<file path="src/usb_ifm_pkg.sv">
// package: register map, field positions and reset values of the usb interface machine registers
package usb_ifm_pkg;

  localparam logic [7:0] OFS_RESET = 8'h00;
  localparam logic [7:0] OFS_DEV_ADDR = 8'h08;
  localparam logic [7:0] OFS_FUNC_CTRL = 8'h0c;
  localparam logic [7:0] OFS_OTG_CTRL = 8'h10;
  localparam logic [7:0] OFS_OTG_FLAGS = 8'h14;
  localparam logic [7:0] OFS_SERIAL_CTRL = 8'h18;
  localparam logic [7:0] OFS_EVENT_FLAGS = 8'h1c;
  localparam logic [7:0] OFS_STICKY = 8'h20;
  localparam logic [7:0] OFS_PORT_MASKS = 8'h24;
  localparam logic [7:0] OFS_FRAME = 8'h28;
  localparam logic [7:0] OFS_PID = 8'h2c;
  localparam logic [7:0] OFS_ENDPOINT = 8'h30;
  localparam logic [7:0] OFS_EP_MARK = 8'h34;
  localparam logic [7:0] OFS_OTG_MASK = 8'h38;

  // functional control fields
  localparam int FC_OPMODE_LSB = 2;
  localparam int FC_TERMSEL_BIT = 1;
  localparam int FC_XCVRSEL_BIT = 0;
  localparam logic [2:0] FC_OPMODE_RST = 3'h1;
  localparam logic [2:0] OPMODE_DISABLED = 3'h0;
  localparam logic FC_TERMSEL_RST = 1'b1;
  localparam logic FC_XCVRSEL_RST = 1'b1;

  // on-the-go control bit positions
  localparam int OC_EXT_VBUS_IND = 7;
  localparam int OC_EXT_VBUS_DRV = 6;
  localparam int OC_CHRG_VBUS = 4;
  localparam int OC_DISCHRG_VBUS = 3;
  localparam int OC_DM_PULLDOWN = 2;
  localparam int OC_DP_PULLDOWN = 1;
  localparam int OC_ID_PULLUP = 0;
  localparam logic [7:0] OC_WRITABLE = 8'hdf;

  // serial control bit positions
  localparam int SC_RX_RCV = 6;
  localparam int SC_RX_DM = 5;
  localparam int SC_RX_DP = 4;
  localparam int SC_TX_SE0 = 3;
  localparam int SC_TX_DATA = 2;
  localparam int SC_TX_EN_N = 1;
  localparam int SC_FSLS_SERIAL = 0;
  localparam logic SC_TX_EN_N_RST = 1'b1;

  // line event flag bit positions
  localparam int EF_TOKEN_OK = 6;
  localparam int EF_SE0 = 5;
  localparam int EF_K = 4;
  localparam int EF_J = 3;
  localparam int EF_CRC16_ERR = 2;
  localparam int EF_RX_ACTIVE = 1;
  localparam int EF_RX_ERROR = 0;
  localparam int EF_WIDTH = 7;

  // port mask fields
  localparam int PM_A_LSB = 0;
  localparam int PM_B_LSB = 8;
  localparam int PM_C_LSB = 16;

  localparam int EP_VALID_BIT = 4;
  localparam logic [4:0] EP_MARK_OR = 5'h10;

  // utmi line state codes
  localparam logic [1:0] LS_SE0 = 2'h0;
  localparam logic [1:0] LS_J = 2'h1;
  localparam logic [1:0] LS_K = 2'h2;

  typedef struct packed {
    logic [2:0] opmode;
    logic term_select;
    logic xcvr_select;
    logic ext_vbus_ind;
    logic ext_vbus_drv;
    logic chrg_vbus;
    logic dischrg_vbus;
    logic dm_pulldown;
    logic dp_pulldown;
    logic id_pullup;
    logic tx_se0;
    logic tx_data;
    logic tx_enable_n;
    logic fsls_serial;
  } phy_ctrl_t;

  typedef struct packed {
    logic bvalid;
    logic id_gnd;
    logic host_disc;
    logic vbus_valid;
    logic sess_valid;
    logic sess_end;
    logic rx_rcv;
    logic rx_dm;
    logic rx_dp;
    logic rx_active;
    logic rx_error;
    logic [1:0] line_state;
  } phy_status_t;

  // packet decode results from the token/data path
  typedef struct packed {
    logic pkt_start;
    logic token_valid;
    logic [6:0] token_addr;
    logic data_crc_err;
    logic pid_valid;
    logic [3:0] pid;
    logic ep_valid;
    logic [3:0] endpoint;
  } pkt_info_t;

endpackage

</file>
<file path="src/usb_flag_bit.sv">
// one line event flag with sticky or auto-clearing behaviour
`timescale 1ns/1ps
`default_nettype none
module usb_flag_bit (
  input wire logic clk_i,
  input wire logic rst_n_i,
  input wire logic soft_clr_i,
  input wire logic sticky_i,
  input wire logic pkt_start_i,
  input wire logic set_i,
  input wire logic follow_i,
  input wire logic level_i,
  input wire logic w1c_i,
  output logic flag_o
);
  logic flag_reg;
  logic flag_next;

  always_comb begin
    flag_next = flag_reg;
    if (sticky_i) begin
      // sticky bit: holds until a one is written, set wins
      if (w1c_i) begin
        flag_next = 1'b0;
      end
      if (set_i || (follow_i && level_i)) begin
        flag_next = 1'b1;
      end
    end else begin
      // normal bit: cleared on next packet, overwritten by signal
      if (pkt_start_i) begin
        flag_next = 1'b0;
      end
      if (follow_i) begin
        flag_next = level_i;
      end else if (set_i) begin
        flag_next = 1'b1;
      end
    end
  end

  always_ff @(posedge clk_i) begin
    if (!rst_n_i || soft_clr_i) begin
      flag_reg <= 1'b0;
    end else begin
      flag_reg <= flag_next;
    end
  end

  assign flag_o = flag_reg;
endmodule
`default_nettype wire

</file>
<file path="src/usb_ifm_regs.sv">
// usb interface machine register set: phy controls, status, event flags and packet info
//
// How it works
// - opmode field resets 1, drives phy opmode
// - bit1 termselect, bit0 xcvrselect, reset 1
// - otg control bits drive phy controls
// - otg flags show live phy status
// - serial bits 6:4 show rx lines
// - serial bits 3,2,0 drive tx controls
// - serial bit1 active-low tx enable, reset 1
// - non-sticky flags 6:2 clear on next packet
// - bit6 set on good addressed token
// - bits 5,4,3 set on SE0,K,J
// - bit2 set on crc16 failure
// - bits 1,0 follow rxactive, rxerror
// - sticky flags hold until one written
// - three masks OR flags onto outputs
// - 11-bit frame register, written and read as bits 10:0
// - capture last packet id
// - last endpoint copy plus valid bit
// - marked endpoint presented ORed with 0x10
// - only own device address tokens pass
// - write to reset register clears state
`timescale 1ns/1ps
`default_nettype none
module usb_ifm_regs (
  input wire logic CLK_I,
  input wire logic RSTN_I,
  input wire logic REG_WR_I,
  input wire logic REG_RD_I,
  input wire logic [7:0] REG_ADDR_I,
  input wire logic [31:0] REG_WDATA_I,
  output logic [31:0] REG_RDATA_O,
  output logic REG_RVALID_O,
  input wire usb_ifm_pkg::phy_status_t PHY_STATUS_I,
  input wire usb_ifm_pkg::pkt_info_t PKT_INFO_I,
  output usb_ifm_pkg::phy_ctrl_t PHY_CTRL_O,
  output logic FLAG_OUTPUT_PORT_A_O,
  output logic FLAG_OUTPUT_PORT_B_O,
  output logic FLAG_OUTPUT_PORT_C_O,
  output logic RX_EP_VALID_O,
  output logic [4:0] RX_EP_O
);
  import usb_ifm_pkg::*;

  logic [2:0] opmode_reg;
  logic term_sel_reg;
  logic xcvr_sel_reg;
  logic [7:0] otg_ctrl_reg;
  logic [5:0] otg_flags_reg;
  logic [2:0] rx_lines_reg;
  logic tx_se0_reg;
  logic tx_data_reg;
  logic tx_en_n_reg;
  logic fsls_reg;
  logic [6:0] dev_addr_reg;
  logic [6:0] sticky_reg;
  logic [31:0] port_masks_reg;
  logic [10:0] frame_reg;
  logic [3:0] pid_reg;
  logic [3:0] ep_reg;
  logic ep_valid_reg;
  logic [15:0] ep_mark_reg;
  logic [31:0] otg_mask_reg;
  logic [6:0] flags;
  logic [6:0] flag_set;
  logic [6:0] flag_follow;
  logic [6:0] flag_level;
  logic soft_clr;
  logic token_match;
  logic [31:0] rdata_next;
  logic port_a_reg;
  logic port_b_reg;
  logic port_c_reg;
  logic rx_ep_valid_reg;
  logic [4:0] rx_ep_reg;

  function automatic logic wr_hit(input logic [7:0] ofs);
    wr_hit = REG_WR_I && (REG_ADDR_I == ofs);
  endfunction

  function automatic logic mask_any(input logic [31:0] masks, input int lsb,
                                    input logic [6:0] f);
    logic [7:0] m;
    m = masks[lsb +: 8];
    mask_any = |(m[6:0] & f);
  endfunction

  assign soft_clr = wr_hit(OFS_RESET);

  assign token_match = PKT_INFO_I.token_valid && (PKT_INFO_I.token_addr == dev_addr_reg);

  always_ff @(posedge CLK_I) begin
    if (!RSTN_I) begin
      opmode_reg <= FC_OPMODE_RST;
      term_sel_reg <= FC_TERMSEL_RST;
      xcvr_sel_reg <= FC_XCVRSEL_RST;
    end else if (wr_hit(OFS_FUNC_CTRL)) begin
      opmode_reg <= REG_WDATA_I[FC_OPMODE_LSB +: 3];
      term_sel_reg <= REG_WDATA_I[FC_TERMSEL_BIT];
      xcvr_sel_reg <= REG_WDATA_I[FC_XCVRSEL_BIT];
    end
  end

  always_ff @(posedge CLK_I) begin
    if (!RSTN_I) begin
      otg_ctrl_reg <= 8'h00;
    end else if (wr_hit(OFS_OTG_CTRL)) begin
      otg_ctrl_reg <= REG_WDATA_I[7:0] & OC_WRITABLE;
    end
  end

  // sample otg status and rx lines
  always_ff @(posedge CLK_I) begin
    if (!RSTN_I) begin
      otg_flags_reg <= 6'h00;
      rx_lines_reg <= 3'h0;
    end else begin
      otg_flags_reg <= {PHY_STATUS_I.bvalid, PHY_STATUS_I.id_gnd, PHY_STATUS_I.host_disc,
                        PHY_STATUS_I.vbus_valid, PHY_STATUS_I.sess_valid,
                        PHY_STATUS_I.sess_end};
      rx_lines_reg <= {PHY_STATUS_I.rx_rcv, PHY_STATUS_I.rx_dm, PHY_STATUS_I.rx_dp};
    end
  end

  always_ff @(posedge CLK_I) begin
    if (!RSTN_I) begin
      tx_se0_reg <= 1'b0;
      tx_data_reg <= 1'b0;
      tx_en_n_reg <= SC_TX_EN_N_RST;
      fsls_reg <= 1'b0;
    end else if (wr_hit(OFS_SERIAL_CTRL)) begin
      tx_se0_reg <= REG_WDATA_I[SC_TX_SE0];
      tx_data_reg <= REG_WDATA_I[SC_TX_DATA];
      tx_en_n_reg <= REG_WDATA_I[SC_TX_EN_N];
      fsls_reg <= REG_WDATA_I[SC_FSLS_SERIAL];
    end
  end

  // device address, sticky, masks, endpoint marks, otg mask
  always_ff @(posedge CLK_I) begin
    if (!RSTN_I) begin
      dev_addr_reg <= 7'h00;
      sticky_reg <= 7'h00;
      port_masks_reg <= 32'h0000_0000;
      ep_mark_reg <= 16'h0000;
      otg_mask_reg <= 32'h0000_0000;
    end else begin
      if (wr_hit(OFS_DEV_ADDR)) begin
        dev_addr_reg <= REG_WDATA_I[6:0];
      end
      if (wr_hit(OFS_STICKY)) begin
        sticky_reg <= REG_WDATA_I[6:0];
      end
      if (wr_hit(OFS_PORT_MASKS)) begin
        port_masks_reg <= REG_WDATA_I;
      end
      if (wr_hit(OFS_EP_MARK)) begin
        ep_mark_reg <= REG_WDATA_I[15:0];
      end
      if (wr_hit(OFS_OTG_MASK)) begin
        otg_mask_reg <= REG_WDATA_I;
      end
    end
  end

  always_comb begin
    flag_set = 7'h00;
    flag_set[EF_TOKEN_OK] = token_match;
    flag_set[EF_SE0] = (PHY_STATUS_I.line_state == LS_SE0);
    flag_set[EF_K] = (PHY_STATUS_I.line_state == LS_K);
    flag_set[EF_J] = (PHY_STATUS_I.line_state == LS_J);
    flag_set[EF_CRC16_ERR] = PKT_INFO_I.data_crc_err;
    flag_follow = 7'h00;
    flag_follow[EF_RX_ACTIVE] = 1'b1;
    flag_follow[EF_RX_ERROR] = 1'b1;
    flag_level = 7'h00;
    flag_level[EF_RX_ACTIVE] = PHY_STATUS_I.rx_active;
    flag_level[EF_RX_ERROR] = PHY_STATUS_I.rx_error;
  end

  genvar gi;
  generate
    for (gi = 0; gi < EF_WIDTH; gi++) begin : g_flag
      usb_flag_bit u_flag (
        .clk_i(CLK_I),
        .rst_n_i(RSTN_I),
        .soft_clr_i(soft_clr),
        .sticky_i(sticky_reg[gi]),
        .pkt_start_i(PKT_INFO_I.pkt_start),
        .set_i(flag_set[gi]),
        .follow_i(flag_follow[gi]),
        .level_i(flag_level[gi]),
        .w1c_i(wr_hit(OFS_EVENT_FLAGS) && REG_WDATA_I[gi]),
        .flag_o(flags[gi])
      );
    end
  endgenerate

  always_ff @(posedge CLK_I) begin
    if (!RSTN_I || soft_clr) begin
      frame_reg <= 11'h000;
    end else if (wr_hit(OFS_FRAME)) begin
      frame_reg <= REG_WDATA_I[10:0];
    end
  end

  always_ff @(posedge CLK_I) begin
    if (!RSTN_I || soft_clr) begin
      pid_reg <= 4'h0;
      ep_reg <= 4'h0;
      ep_valid_reg <= 1'b0;
    end else begin
      if (PKT_INFO_I.pid_valid) begin
        pid_reg <= PKT_INFO_I.pid;
      end
      if (token_match && PKT_INFO_I.ep_valid) begin
        ep_reg <= PKT_INFO_I.endpoint;
        ep_valid_reg <= 1'b1;
      end
    end
  end

  always_ff @(posedge CLK_I) begin
    if (!RSTN_I || soft_clr) begin
      rx_ep_valid_reg <= 1'b0;
      rx_ep_reg <= 5'h00;
    end else begin
      rx_ep_valid_reg <= token_match && PKT_INFO_I.ep_valid;
      if (token_match && PKT_INFO_I.ep_valid) begin
        rx_ep_reg <= ep_mark_reg[PKT_INFO_I.endpoint] ?
                     ({1'b0, PKT_INFO_I.endpoint} | EP_MARK_OR) : {1'b0, PKT_INFO_I.endpoint};
      end
    end
  end

  always_ff @(posedge CLK_I) begin
    if (!RSTN_I) begin
      port_a_reg <= 1'b0;
      port_b_reg <= 1'b0;
      port_c_reg <= 1'b0;
    end else begin
      port_a_reg <= mask_any(port_masks_reg, PM_A_LSB, flags);
      port_b_reg <= mask_any(port_masks_reg, PM_B_LSB, flags);
      port_c_reg <= mask_any(port_masks_reg, PM_C_LSB, flags);
    end
  end

  always_comb begin
    rdata_next = 32'h0000_0000;
    unique case (REG_ADDR_I)
      OFS_DEV_ADDR: rdata_next[6:0] = dev_addr_reg;
      OFS_FUNC_CTRL: rdata_next[4:0] = {opmode_reg, term_sel_reg, xcvr_sel_reg};
      OFS_OTG_CTRL: rdata_next[7:0] = otg_ctrl_reg;
      OFS_OTG_FLAGS: rdata_next[5:0] = otg_flags_reg;
      OFS_SERIAL_CTRL: rdata_next[6:0] = {rx_lines_reg, tx_se0_reg, tx_data_reg,
                                          tx_en_n_reg, fsls_reg};
      OFS_EVENT_FLAGS: rdata_next[6:0] = flags;
      OFS_STICKY: rdata_next[6:0] = sticky_reg;
      OFS_PORT_MASKS: rdata_next = port_masks_reg;
      OFS_FRAME: rdata_next[10:0] = frame_reg;
      OFS_PID: rdata_next[3:0] = pid_reg;
      OFS_ENDPOINT: rdata_next[4:0] = {ep_valid_reg, ep_reg};
      OFS_EP_MARK: rdata_next[15:0] = ep_mark_reg;
      OFS_OTG_MASK: rdata_next = otg_mask_reg;
      default: rdata_next = 32'h0000_0000;
    endcase
  end

  always_ff @(posedge CLK_I) begin
    if (!RSTN_I) begin
      REG_RDATA_O <= 32'h0000_0000;
      REG_RVALID_O <= 1'b0;
    end else begin
      REG_RVALID_O <= REG_RD_I;
      if (REG_RD_I) begin
        REG_RDATA_O <= rdata_next;
      end
    end
  end

  // phy control outputs registered
  always_ff @(posedge CLK_I) begin
    if (!RSTN_I) begin
      PHY_CTRL_O <= '0;
      PHY_CTRL_O.opmode <= FC_OPMODE_RST;
      PHY_CTRL_O.term_select <= FC_TERMSEL_RST;
      PHY_CTRL_O.xcvr_select <= FC_XCVRSEL_RST;
      PHY_CTRL_O.tx_enable_n <= SC_TX_EN_N_RST;
    end else begin
      PHY_CTRL_O.opmode <= opmode_reg;
      PHY_CTRL_O.term_select <= term_sel_reg;
      PHY_CTRL_O.xcvr_select <= xcvr_sel_reg;
      PHY_CTRL_O.ext_vbus_ind <= otg_ctrl_reg[OC_EXT_VBUS_IND];
      PHY_CTRL_O.ext_vbus_drv <= otg_ctrl_reg[OC_EXT_VBUS_DRV];
      PHY_CTRL_O.chrg_vbus <= otg_ctrl_reg[OC_CHRG_VBUS];
      PHY_CTRL_O.dischrg_vbus <= otg_ctrl_reg[OC_DISCHRG_VBUS];
      PHY_CTRL_O.dm_pulldown <= otg_ctrl_reg[OC_DM_PULLDOWN];
      PHY_CTRL_O.dp_pulldown <= otg_ctrl_reg[OC_DP_PULLDOWN];
      PHY_CTRL_O.id_pullup <= otg_ctrl_reg[OC_ID_PULLUP];
      PHY_CTRL_O.tx_se0 <= tx_se0_reg;
      PHY_CTRL_O.tx_data <= tx_data_reg;
      PHY_CTRL_O.tx_enable_n <= tx_en_n_reg;
      PHY_CTRL_O.fsls_serial <= fsls_reg;
    end
  end

  assign FLAG_OUTPUT_PORT_A_O = port_a_reg;
  assign FLAG_OUTPUT_PORT_B_O = port_b_reg;
  assign FLAG_OUTPUT_PORT_C_O = port_c_reg;
  assign RX_EP_VALID_O = rx_ep_valid_reg;
  assign RX_EP_O = rx_ep_reg;
endmodule
`default_nettype wire

</file>
<file path="config.mk">
export PLATFORM = sky130hd
export DESIGN_NAME = usb_ifm_regs
export DESIGN_NICKNAME = d
export VERILOG_FILES = /design/src/usb_ifm_pkg.sv /design/src/usb_flag_bit.sv /design/src/usb_ifm_regs.sv
export SDC_FILE = /design/constraint.sdc
export NUM_CORES = 1
export LEC_CHECK = 0
export ABC_CLOCK_PERIOD_IN_PS = 4500
export BUFFER_PORTS_ARGS = -buffer_cell sky130_fd_sc_hd__buf_4
export CAP_MARGIN = 40
export CORE_AREA = 2 2 140 142
export DETAILED_ROUTE_END_ITERATION = 8
export DIE_AREA = 0 0 142 144
export GPL_TIMING_DRIVEN = 0
export HOLD_SLACK_MARGIN = 0.05
export PLACE_DENSITY = 0.69
export SYNTH_ARGS = -nofsm -noshare
export SYNTH_HDL_FRONTEND = slang
export SYNTH_SLANG_ARGS = --single-unit
</file>
<file path="constraint.sdc">
create_clock -name CLK_I -period 4.5 [get_ports CLK_I]
set_input_delay 0 -clock CLK_I [delete_from_list [all_inputs] [get_ports CLK_I]]
set_output_delay 0 -clock CLK_I [all_outputs]
set_load 0.02 [all_outputs]
</file>
==> metrics.md, run 1 <==
| Metric | Value |
|---|---|
| Outcome | finished clean |
| Hpwl dp | 21100 um |
| Post-synthesis net count | 1058 |
| Worst hold slack | 0.0466 ns |
| Die height | 144 um |
| Nets | 1258 |
| Area growth from synthesis to layout | 29.1% |
| # H-tree levels | 4 |
| Count of flip-flops with a built-in enable after synthesis | 0 |
| Slew headroom | 0.429 |
| Max VDD drop | 0.237 mV |
| Largest net degree at the start of global routing | 18 |
| IO buf count | 124 |
| Post-synthesis sequential area ratio | 0.477 |
| Area of the multi-input gates | 4010 sq um |
| Final Critical Period | roughly 1.8 ns |
| Total global routing overflow | 0 |
| Vias per Instance | 5.67 |
| Crit Path Class | primary input to flop |
| Residual DRC | 0 |
| Synthesized area | 8400 sq um |
| Max Slew Vio Count | 0 |
| Post-CTS setup buffers | 0 |
| # IOs | 135 |
| Initial antenna violation count | 0 |
| Site Rows | 51 |
| Layout cells sized above 1 | 0.191 |
| CTS sink cnt | 200 |
| MaxCap Viol Count | 0 |
| CTS max path bufs | 2 |
| Power density cells | approximately 350 nW/um^2 |
| Worst skew pair latency | 0.44 ns |
| FF/Latch Area | 4000 sq um |
| GRT Util Overall | 0.287 |
| Required time of the critical path | 4.83 ns |
| Most numerous cell on the critical path | buf_2 |
| DP Worst Slack | 2.46 ns |
| CP cell instances | buf_2, nor4b_2, and3_1, buf_2, a31oi_1, a21oi_1, dlygate4sd3_1, nor2_1 |
| Top-area cell type share of the netlist area | 0.477 |
| Clk root buf | clkbuf_16 |
| Final Cycle Share | 0.411 |
| Via Count | 8119 |
| Worst-path clk slew | ~0.070 ns |
| FFs w/ async S/R, synth | 0 |
| Post-synthesis cell type count | just under 60 |
| Vias in the first global route | 7551 |
| Synth warn | 0 |
| Ys flop type | dfxtp_1 |
| Global placement routability congestion | between 0.9 and 1 |
| Core ar. | 19100 sq um |
| Mapped Avg Cell Area | 8.56 sq um |
| Power Total | ~0.0038 W |
| CTS Buf Count | 17 |
| Initial core utilization | 0.440 |
| Critical Path End Type | flop |
| CTS tree | built |
| Startpoint types | primary input |
| Filler Cell Count | ~1700 |
| Setup TNS Final | 0 ns |
| Pre-Repair DR Iteration Count | 8 |
| DIE WIDTH | 142 um |
| Maximum fanout along the worst path | 10 |
| Synthesized instance count | 981 |
| Crit path DAT | about 2.2 ns |
| Setup ws final | roughly 2.7 ns |
| Pleak | slightly above 4 nW |
| Hold buffers post-CTS | 57 |
| WL final | 29300 um |
| Setup repair after global routing missed its margin | no |
| HP Class | primary input to flop |
| Final Hold Vio Count | 0 |
| Critical-path top delay cell | nor4b_2 |
| DR iter-0 viols | 970 |
| Post-CTS Resized | 0 |
| Worst Tran Pin Value | 0.857 ns |
| Clock skew | 0.00791 ns |
| WL per Instance | 20.5 um |
| FF+latch count, synth | 200 |
| # setup viols final | 0 |
| Slowest cell delay on critical path | 0.69 ns |
| Die area | 20400 sq um |
| Diodes inserted | 0 |
| Area leader, netlist | dfxtp_1 |
| Max frequency | 541 MHz |
| First-pass GRT wire length | around 44000 um |
| Synth area leaders | dfxtp_1, nand2_1, a21oi_1 |
| Routed Antenna Nets | 0 |
==> cell families (layout without fill, tap and decap cells) <==
group,after synthesis,after routing,synth area share
muxes,62,62,0.0815
xor gates and xnor gates,7,7,0.00730
and+or+nand+nor,400,400,0.216
AOI/OAI and AO/OA,228,228,0.172
buffers and inverters,84,297,0.0465
DFF,200,200,0.477
==> cells in the final DEF, fill, tap and decap left out, types with 7 or more instances in the layout <==
| master | count |
|---|---|
| mux2i_1 | 47 |
| nor2b_1 | 9 |
| buf_4 | 125 |
| xnor2_1 | 7 |
| and2_1 | 24 |
| nand2_1 | 220 |
| nand3_1 | 21 |
| mux2_2 | 11 |
| a221oi_1 | 18 |
| a22oi_1 | 27 |
| o21ai_0 | 13 |
| a21oi_1 | 112 |
| dlygate4sd3_1 | 57 |
| nor3_1 | 22 |
| a31oi_1 | 18 |
| buf_2 | 33 |
| clkbuf_1 | 39 |
| nor2_1 | 71 |
| clkbuf_16 | 17 |
| dfxtp_1 | 200 |
==> routing by layer <==
layer / GRT usage / wire length (um) / up-vias
met3: 0.0646 / 2900 / 65
li1: - / - / 3821
met4: 0.119 / 974 / 0
met2: 0.437 / 13100 / 409
met1: 0.393 / 12400 / 3824
met5: 0 / 0 / -
==> cell usage after synthesis (9+ instances only) <==
cell / instances
nand3_1: 21
nand2_1: 220
and2_1: 24
nor2b_1: 9
a221oi_1: 18
clkbuf_1: 38
a21oi_1: 112
a31oi_1: 18
a22oi_1: 27
nor2_1: 71
nor3_1: 22
o21ai_0: 13
mux2i_1: 47
dfxtp_1: 200
mux2_2: 11
buf_2: 33
==> through the flow <==
step                std cells  instance area, sq um  utilization
finish                   1432                 10800        0.568
global route             1432                 10800        0.568
CTS                      1432                 10800        0.568
detailed placement       1343                  9630        0.505
global placement         1343                  9630        0.505
floorplan                 981                  8400            -
==> report_power, final <==
group / switching (W) / internal [W]
Sequential: 0.0000196 / 0.00179
Clock: 0.000699 / 0.000970
Combinational: 0.000180 / 0.000134
Total: 0.000898 / 0.00289
==> layout make-up <==
class                   instances  share of cell area
multi-input cells             697               0.369
inverters                       6             0.00208
clock inverters                12              0.0175
clock buffers                  20              0.0421
plain buffers                  78              0.0339
well taps                     238              0.0275
repair buffers                181               0.138
flip-flops and latches        200               0.369
==> worst max-delay path, delay by kind of cell <==
family	cells	cell delay, ns
AO/OA/AOI/OAI	2	0.24
buffers and inverters	3	0.93
AND/OR/NAND/NOR	3	1.01
==> path summary, 6_finish.rpt <==
kind	end	from	cells after the start	slack, ns
hold reg to reg	port_masks_reg[29]	port_masks_reg[29]	2	0.45
setup reg to reg	RX_EP_O[4]	dev_addr_reg[6]	5	2.67
hold / removal	ep_reg[0]	PKT_INFO_I[0]	3	0.05
setup / recovery	g_flag[4].u_flag.flag_o	REG_ADDR_I[5]	8	2.65
Power figures use the tool's default switching activity.
==> run 2, diff against run 1 <==
--- a/config.mk
+++ b/config.mk
@@ -5,7 +5,7 @@
 export SDC_FILE = /design/constraint.sdc
 export NUM_CORES = 1
 export LEC_CHECK = 0
-export ABC_CLOCK_PERIOD_IN_PS = 4500
+export ABC_CLOCK_PERIOD_IN_PS = 1600
 export BUFFER_PORTS_ARGS = -buffer_cell sky130_fd_sc_hd__buf_4
 export CAP_MARGIN = 40
 export CORE_AREA = 2 2 140 142
@@ -13,7 +13,7 @@
 export DIE_AREA = 0 0 142 144
 export GPL_TIMING_DRIVEN = 0
 export HOLD_SLACK_MARGIN = 0.05
-export PLACE_DENSITY = 0.69
+export PLACE_DENSITY = 0.72
 export SYNTH_ARGS = -nofsm -noshare
 export SYNTH_HDL_FRONTEND = slang
 export SYNTH_SLANG_ARGS = --single-unit
==> constraint.sdc (replaced) <==
create_clock -name CLK_I -period 1.6 [get_ports CLK_I]
set_input_delay 0 -clock CLK_I [delete_from_list [all_inputs] [get_ports CLK_I]]
set_output_delay 0 -clock CLK_I [all_outputs]
set_load 0.02 [all_outputs]
==> metrics.md, run 2 (synthesized netlist as in run 1, its figures left out) <==
| Metric | Value |
|---|---|
| Outcome | finished clean |
| Via Count | 8329 (+2.6%) |
| WL per Instance | 20.8 um (+1.3%) |
| Final Cell Area | 10900 sq um (+0.45%) |
| Slew headroom | 0.406 (-0.0230) |
| DR iter-0 viols | 949 (-2.2%) |
| Max Slew Vio Count | 0 (unchanged) |
| CTS tree | built |
| Met3 Use GR | 0.0444 (-0.0202) |
| WL final | 29800 um (+1.7%) |
| Clk root buf | clkbuf_16 |
| GRT busiest layer | met2 |
| CTS sink cnt | 200 (unchanged) |
| First-pass GRT wire length | 44500 um (+0.95%) |
| Final std cells w/o fill | 1437 (+0.35%) |
| Layout cells sized above 1 | 0.203 (+0.0117) |
| Final Cycle Share | 0.980 |
| Final Critical Period | approximately 1.6 ns |
| Crit path DAT | 1.86 ns (-0.32 ns) |
| Pleak | 4.18 nW (+0.90%) |
| Area growth from synthesis to layout | 29.7% |
| Hpwl dp | 21300 um (+0.66%) |
| CTS max path bufs | 2 (unchanged) |
| Largest net degree at the start of global routing | 19 (+1) |
| Initial core utilization | 0.440 (unchanged) |
| Die height | 144 um (unchanged) |
| CTS Buf Count | 17 (unchanged) |
| Power density cells | 963 nW/um^2 (+180%) |
| Diodes inserted | 0 (unchanged) |
| HP Class | primary input to flop |
| MaxCap Viol Count | 0 (unchanged) |
| # H-tree levels | 4 (unchanged) |
| Crit Path Class | primary input to flop |
| Vias per Instance | 5.80 (+2.2%) |
| Global placement routability congestion | 0.971 (-0.92%) |
| Nets | 1263 (+0.40%) |
| # setup viols final | 0 (unchanged) |
| DIE WIDTH | 142 um (unchanged) |
| # IOs | 135 (unchanged) |
| Global routing met1 resource utilization | 0.402 (+0.00936) |
| Die area | 20400 sq um (unchanged) |
| GRT Util Overall | 0.290 (+0.00334) |
| Commonest non-fill, non-tap cell in the layout | nand2_1 |
| Clock skew | 0.00821 ns (+0.000301 ns) |
| Vias in the first global route | 7483 (-0.90%) |
| Core ar. | 19100 sq um (unchanged) |
| Pre-Repair DR Iteration Count | 5 (-3) |
| Startpoint types | primary input |
| Routed Antenna Nets | 0 (unchanged) |
| Maximum fanout along the worst path | 10 (unchanged) |
| Placed cell area | 9630 sq um (unchanged) |
| Required time of the critical path | 1.90 ns (-2.93 ns) |
| Worst-path clk slew | 0.07 ns (about the same) |
| Initial antenna violation count | 0 (unchanged) |
| Placed instance count | 1343 (unchanged) |
| Worst skew pair latency | 0.44 ns (about the same) |
| Most frequent cells in the layout | nand2_1, dfxtp_1, buf_4, a21oi_1, nor2_1 |
| Max VDD drop | 0.640 mV (+170%) |
| Site Rows | 51 (unchanged) |
| Final Hold Vio Count | 0 (unchanged) |
| Worst Tran Pin Value | 0.891 ns (+0.0345 ns) |
| IO buf count | 124 (unchanged) |
| Critical Path End Type | flop |
| Residual DRC | 0 (unchanged) |
| Max frequency | 638 MHz |
| Total global routing overflow | 0 (unchanged) |
| GR Layer Usage met2 | 0.460 (+0.0231) |
==> run 2: changes by cell type in the layout (fill, tap and decap cells not counted), moves of 2 or more <==
| cell | previous run | this run |
|---|---|---|
| buf_2 | 33 | 31 |
| clkinv_2 | 0 | 2 |
| inv_6 | 1 | 4 |
| clkbuf_1 | 39 | 36 |
| clkinvlp_4 | 2 | 0 |
| clkbuf_8 | 2 | 0 |
| dlygate4sd3_1 | 57 | 55 |
| buf_4 | 125 | 132 |
==> run 2: area by class of cell <==
| class | instances | area (sq um) |
|---|---|---|
| plain buffers | 77 | 367 |
| clock buffers | 17 | 425 |
| clock inverters | 15 | 190 |
| fillers | 1691 | 8180 |
| inverters | 6 | 22.5 |
| multi-input cells | 697 | 4030 |
| flip-flops and latches | 200 | 4010 |
| well taps | 238 | 298 |
| repair buffers | 187 | 1550 |
==> run 2: worst max-delay path, stage by stage <==
cell,delay (ns)
buf_4,0.11
buf_2,0.19
or4_4,0.62
nor2_1,0.24
clkbuf_4,0.26
nand2_1,0.18
nand2_1,0.17
a21oi_1,0.08
==> run 2: worst paths after layout <==
| check | start | endpoint | slack (ns) | cells after the start |
|---|---|---|---|---|
| worst min register to register | port_masks_reg[25] | port_masks_reg[25] | 0.45 | 2 |
| worst max register to register | ep_mark_reg[15] | RX_EP_O[4] | 0.06 | 5 |
| worst max-delay path | REG_ADDR_I[3] | otg_ctrl_reg[6] | 0.03 | 8 |
| worst min-delay path | PKT_INFO_I[0] | ep_reg[0] | 0.05 | 3 |
==> run 2: metrics by stage <==
step | hold WS, ns | worst slack [ns] | TNS, ns | utilization | total power, W
6_report | 0.0495 | 0.0326 | 0 | 0.571 | 0.0105
5_1_grt | 0.116 | -0.00306 | -0.00612 | 0.571 | 0.0108
4_1_cts | 0.0613 | 0.00276 | 0 | 0.567 | 0.0105
3_5_place_dp | 0.211 | -0.456 | -49.52 | 0.505 | 0.00595
3_3_place_gp | 0.212 | -0.511 | -51.10 | 0.505 | 0.00595
2_1_floorplan | 0.118 | 0.138 | 0 | - | 0.00555
==> run 2: where the power goes <==
part / total (W) / internal (W) / switching, W
sequential: 0.00509 / 0.00503 / 0.0000586
clock: 0.00452 / 0.00250 / 0.00202
combinational: 0.000890 / 0.000379 / 0.000511
==> run 2: routing by layer <==
metal  vias up  routed length, um
met2       438              13700
met3        66               2820
met4         0                766
met1      3985              12500
met5         -                  0
li1       3840                  -
==> run 2: what timing repair did <==
item                       CTS  global route
gates resized for setup      1            10
setup endpoints to repair    7            88
setup buffers                1             7
hold endpoints to repair   126             0
hold buffers                55             0
pin swaps                    1             4
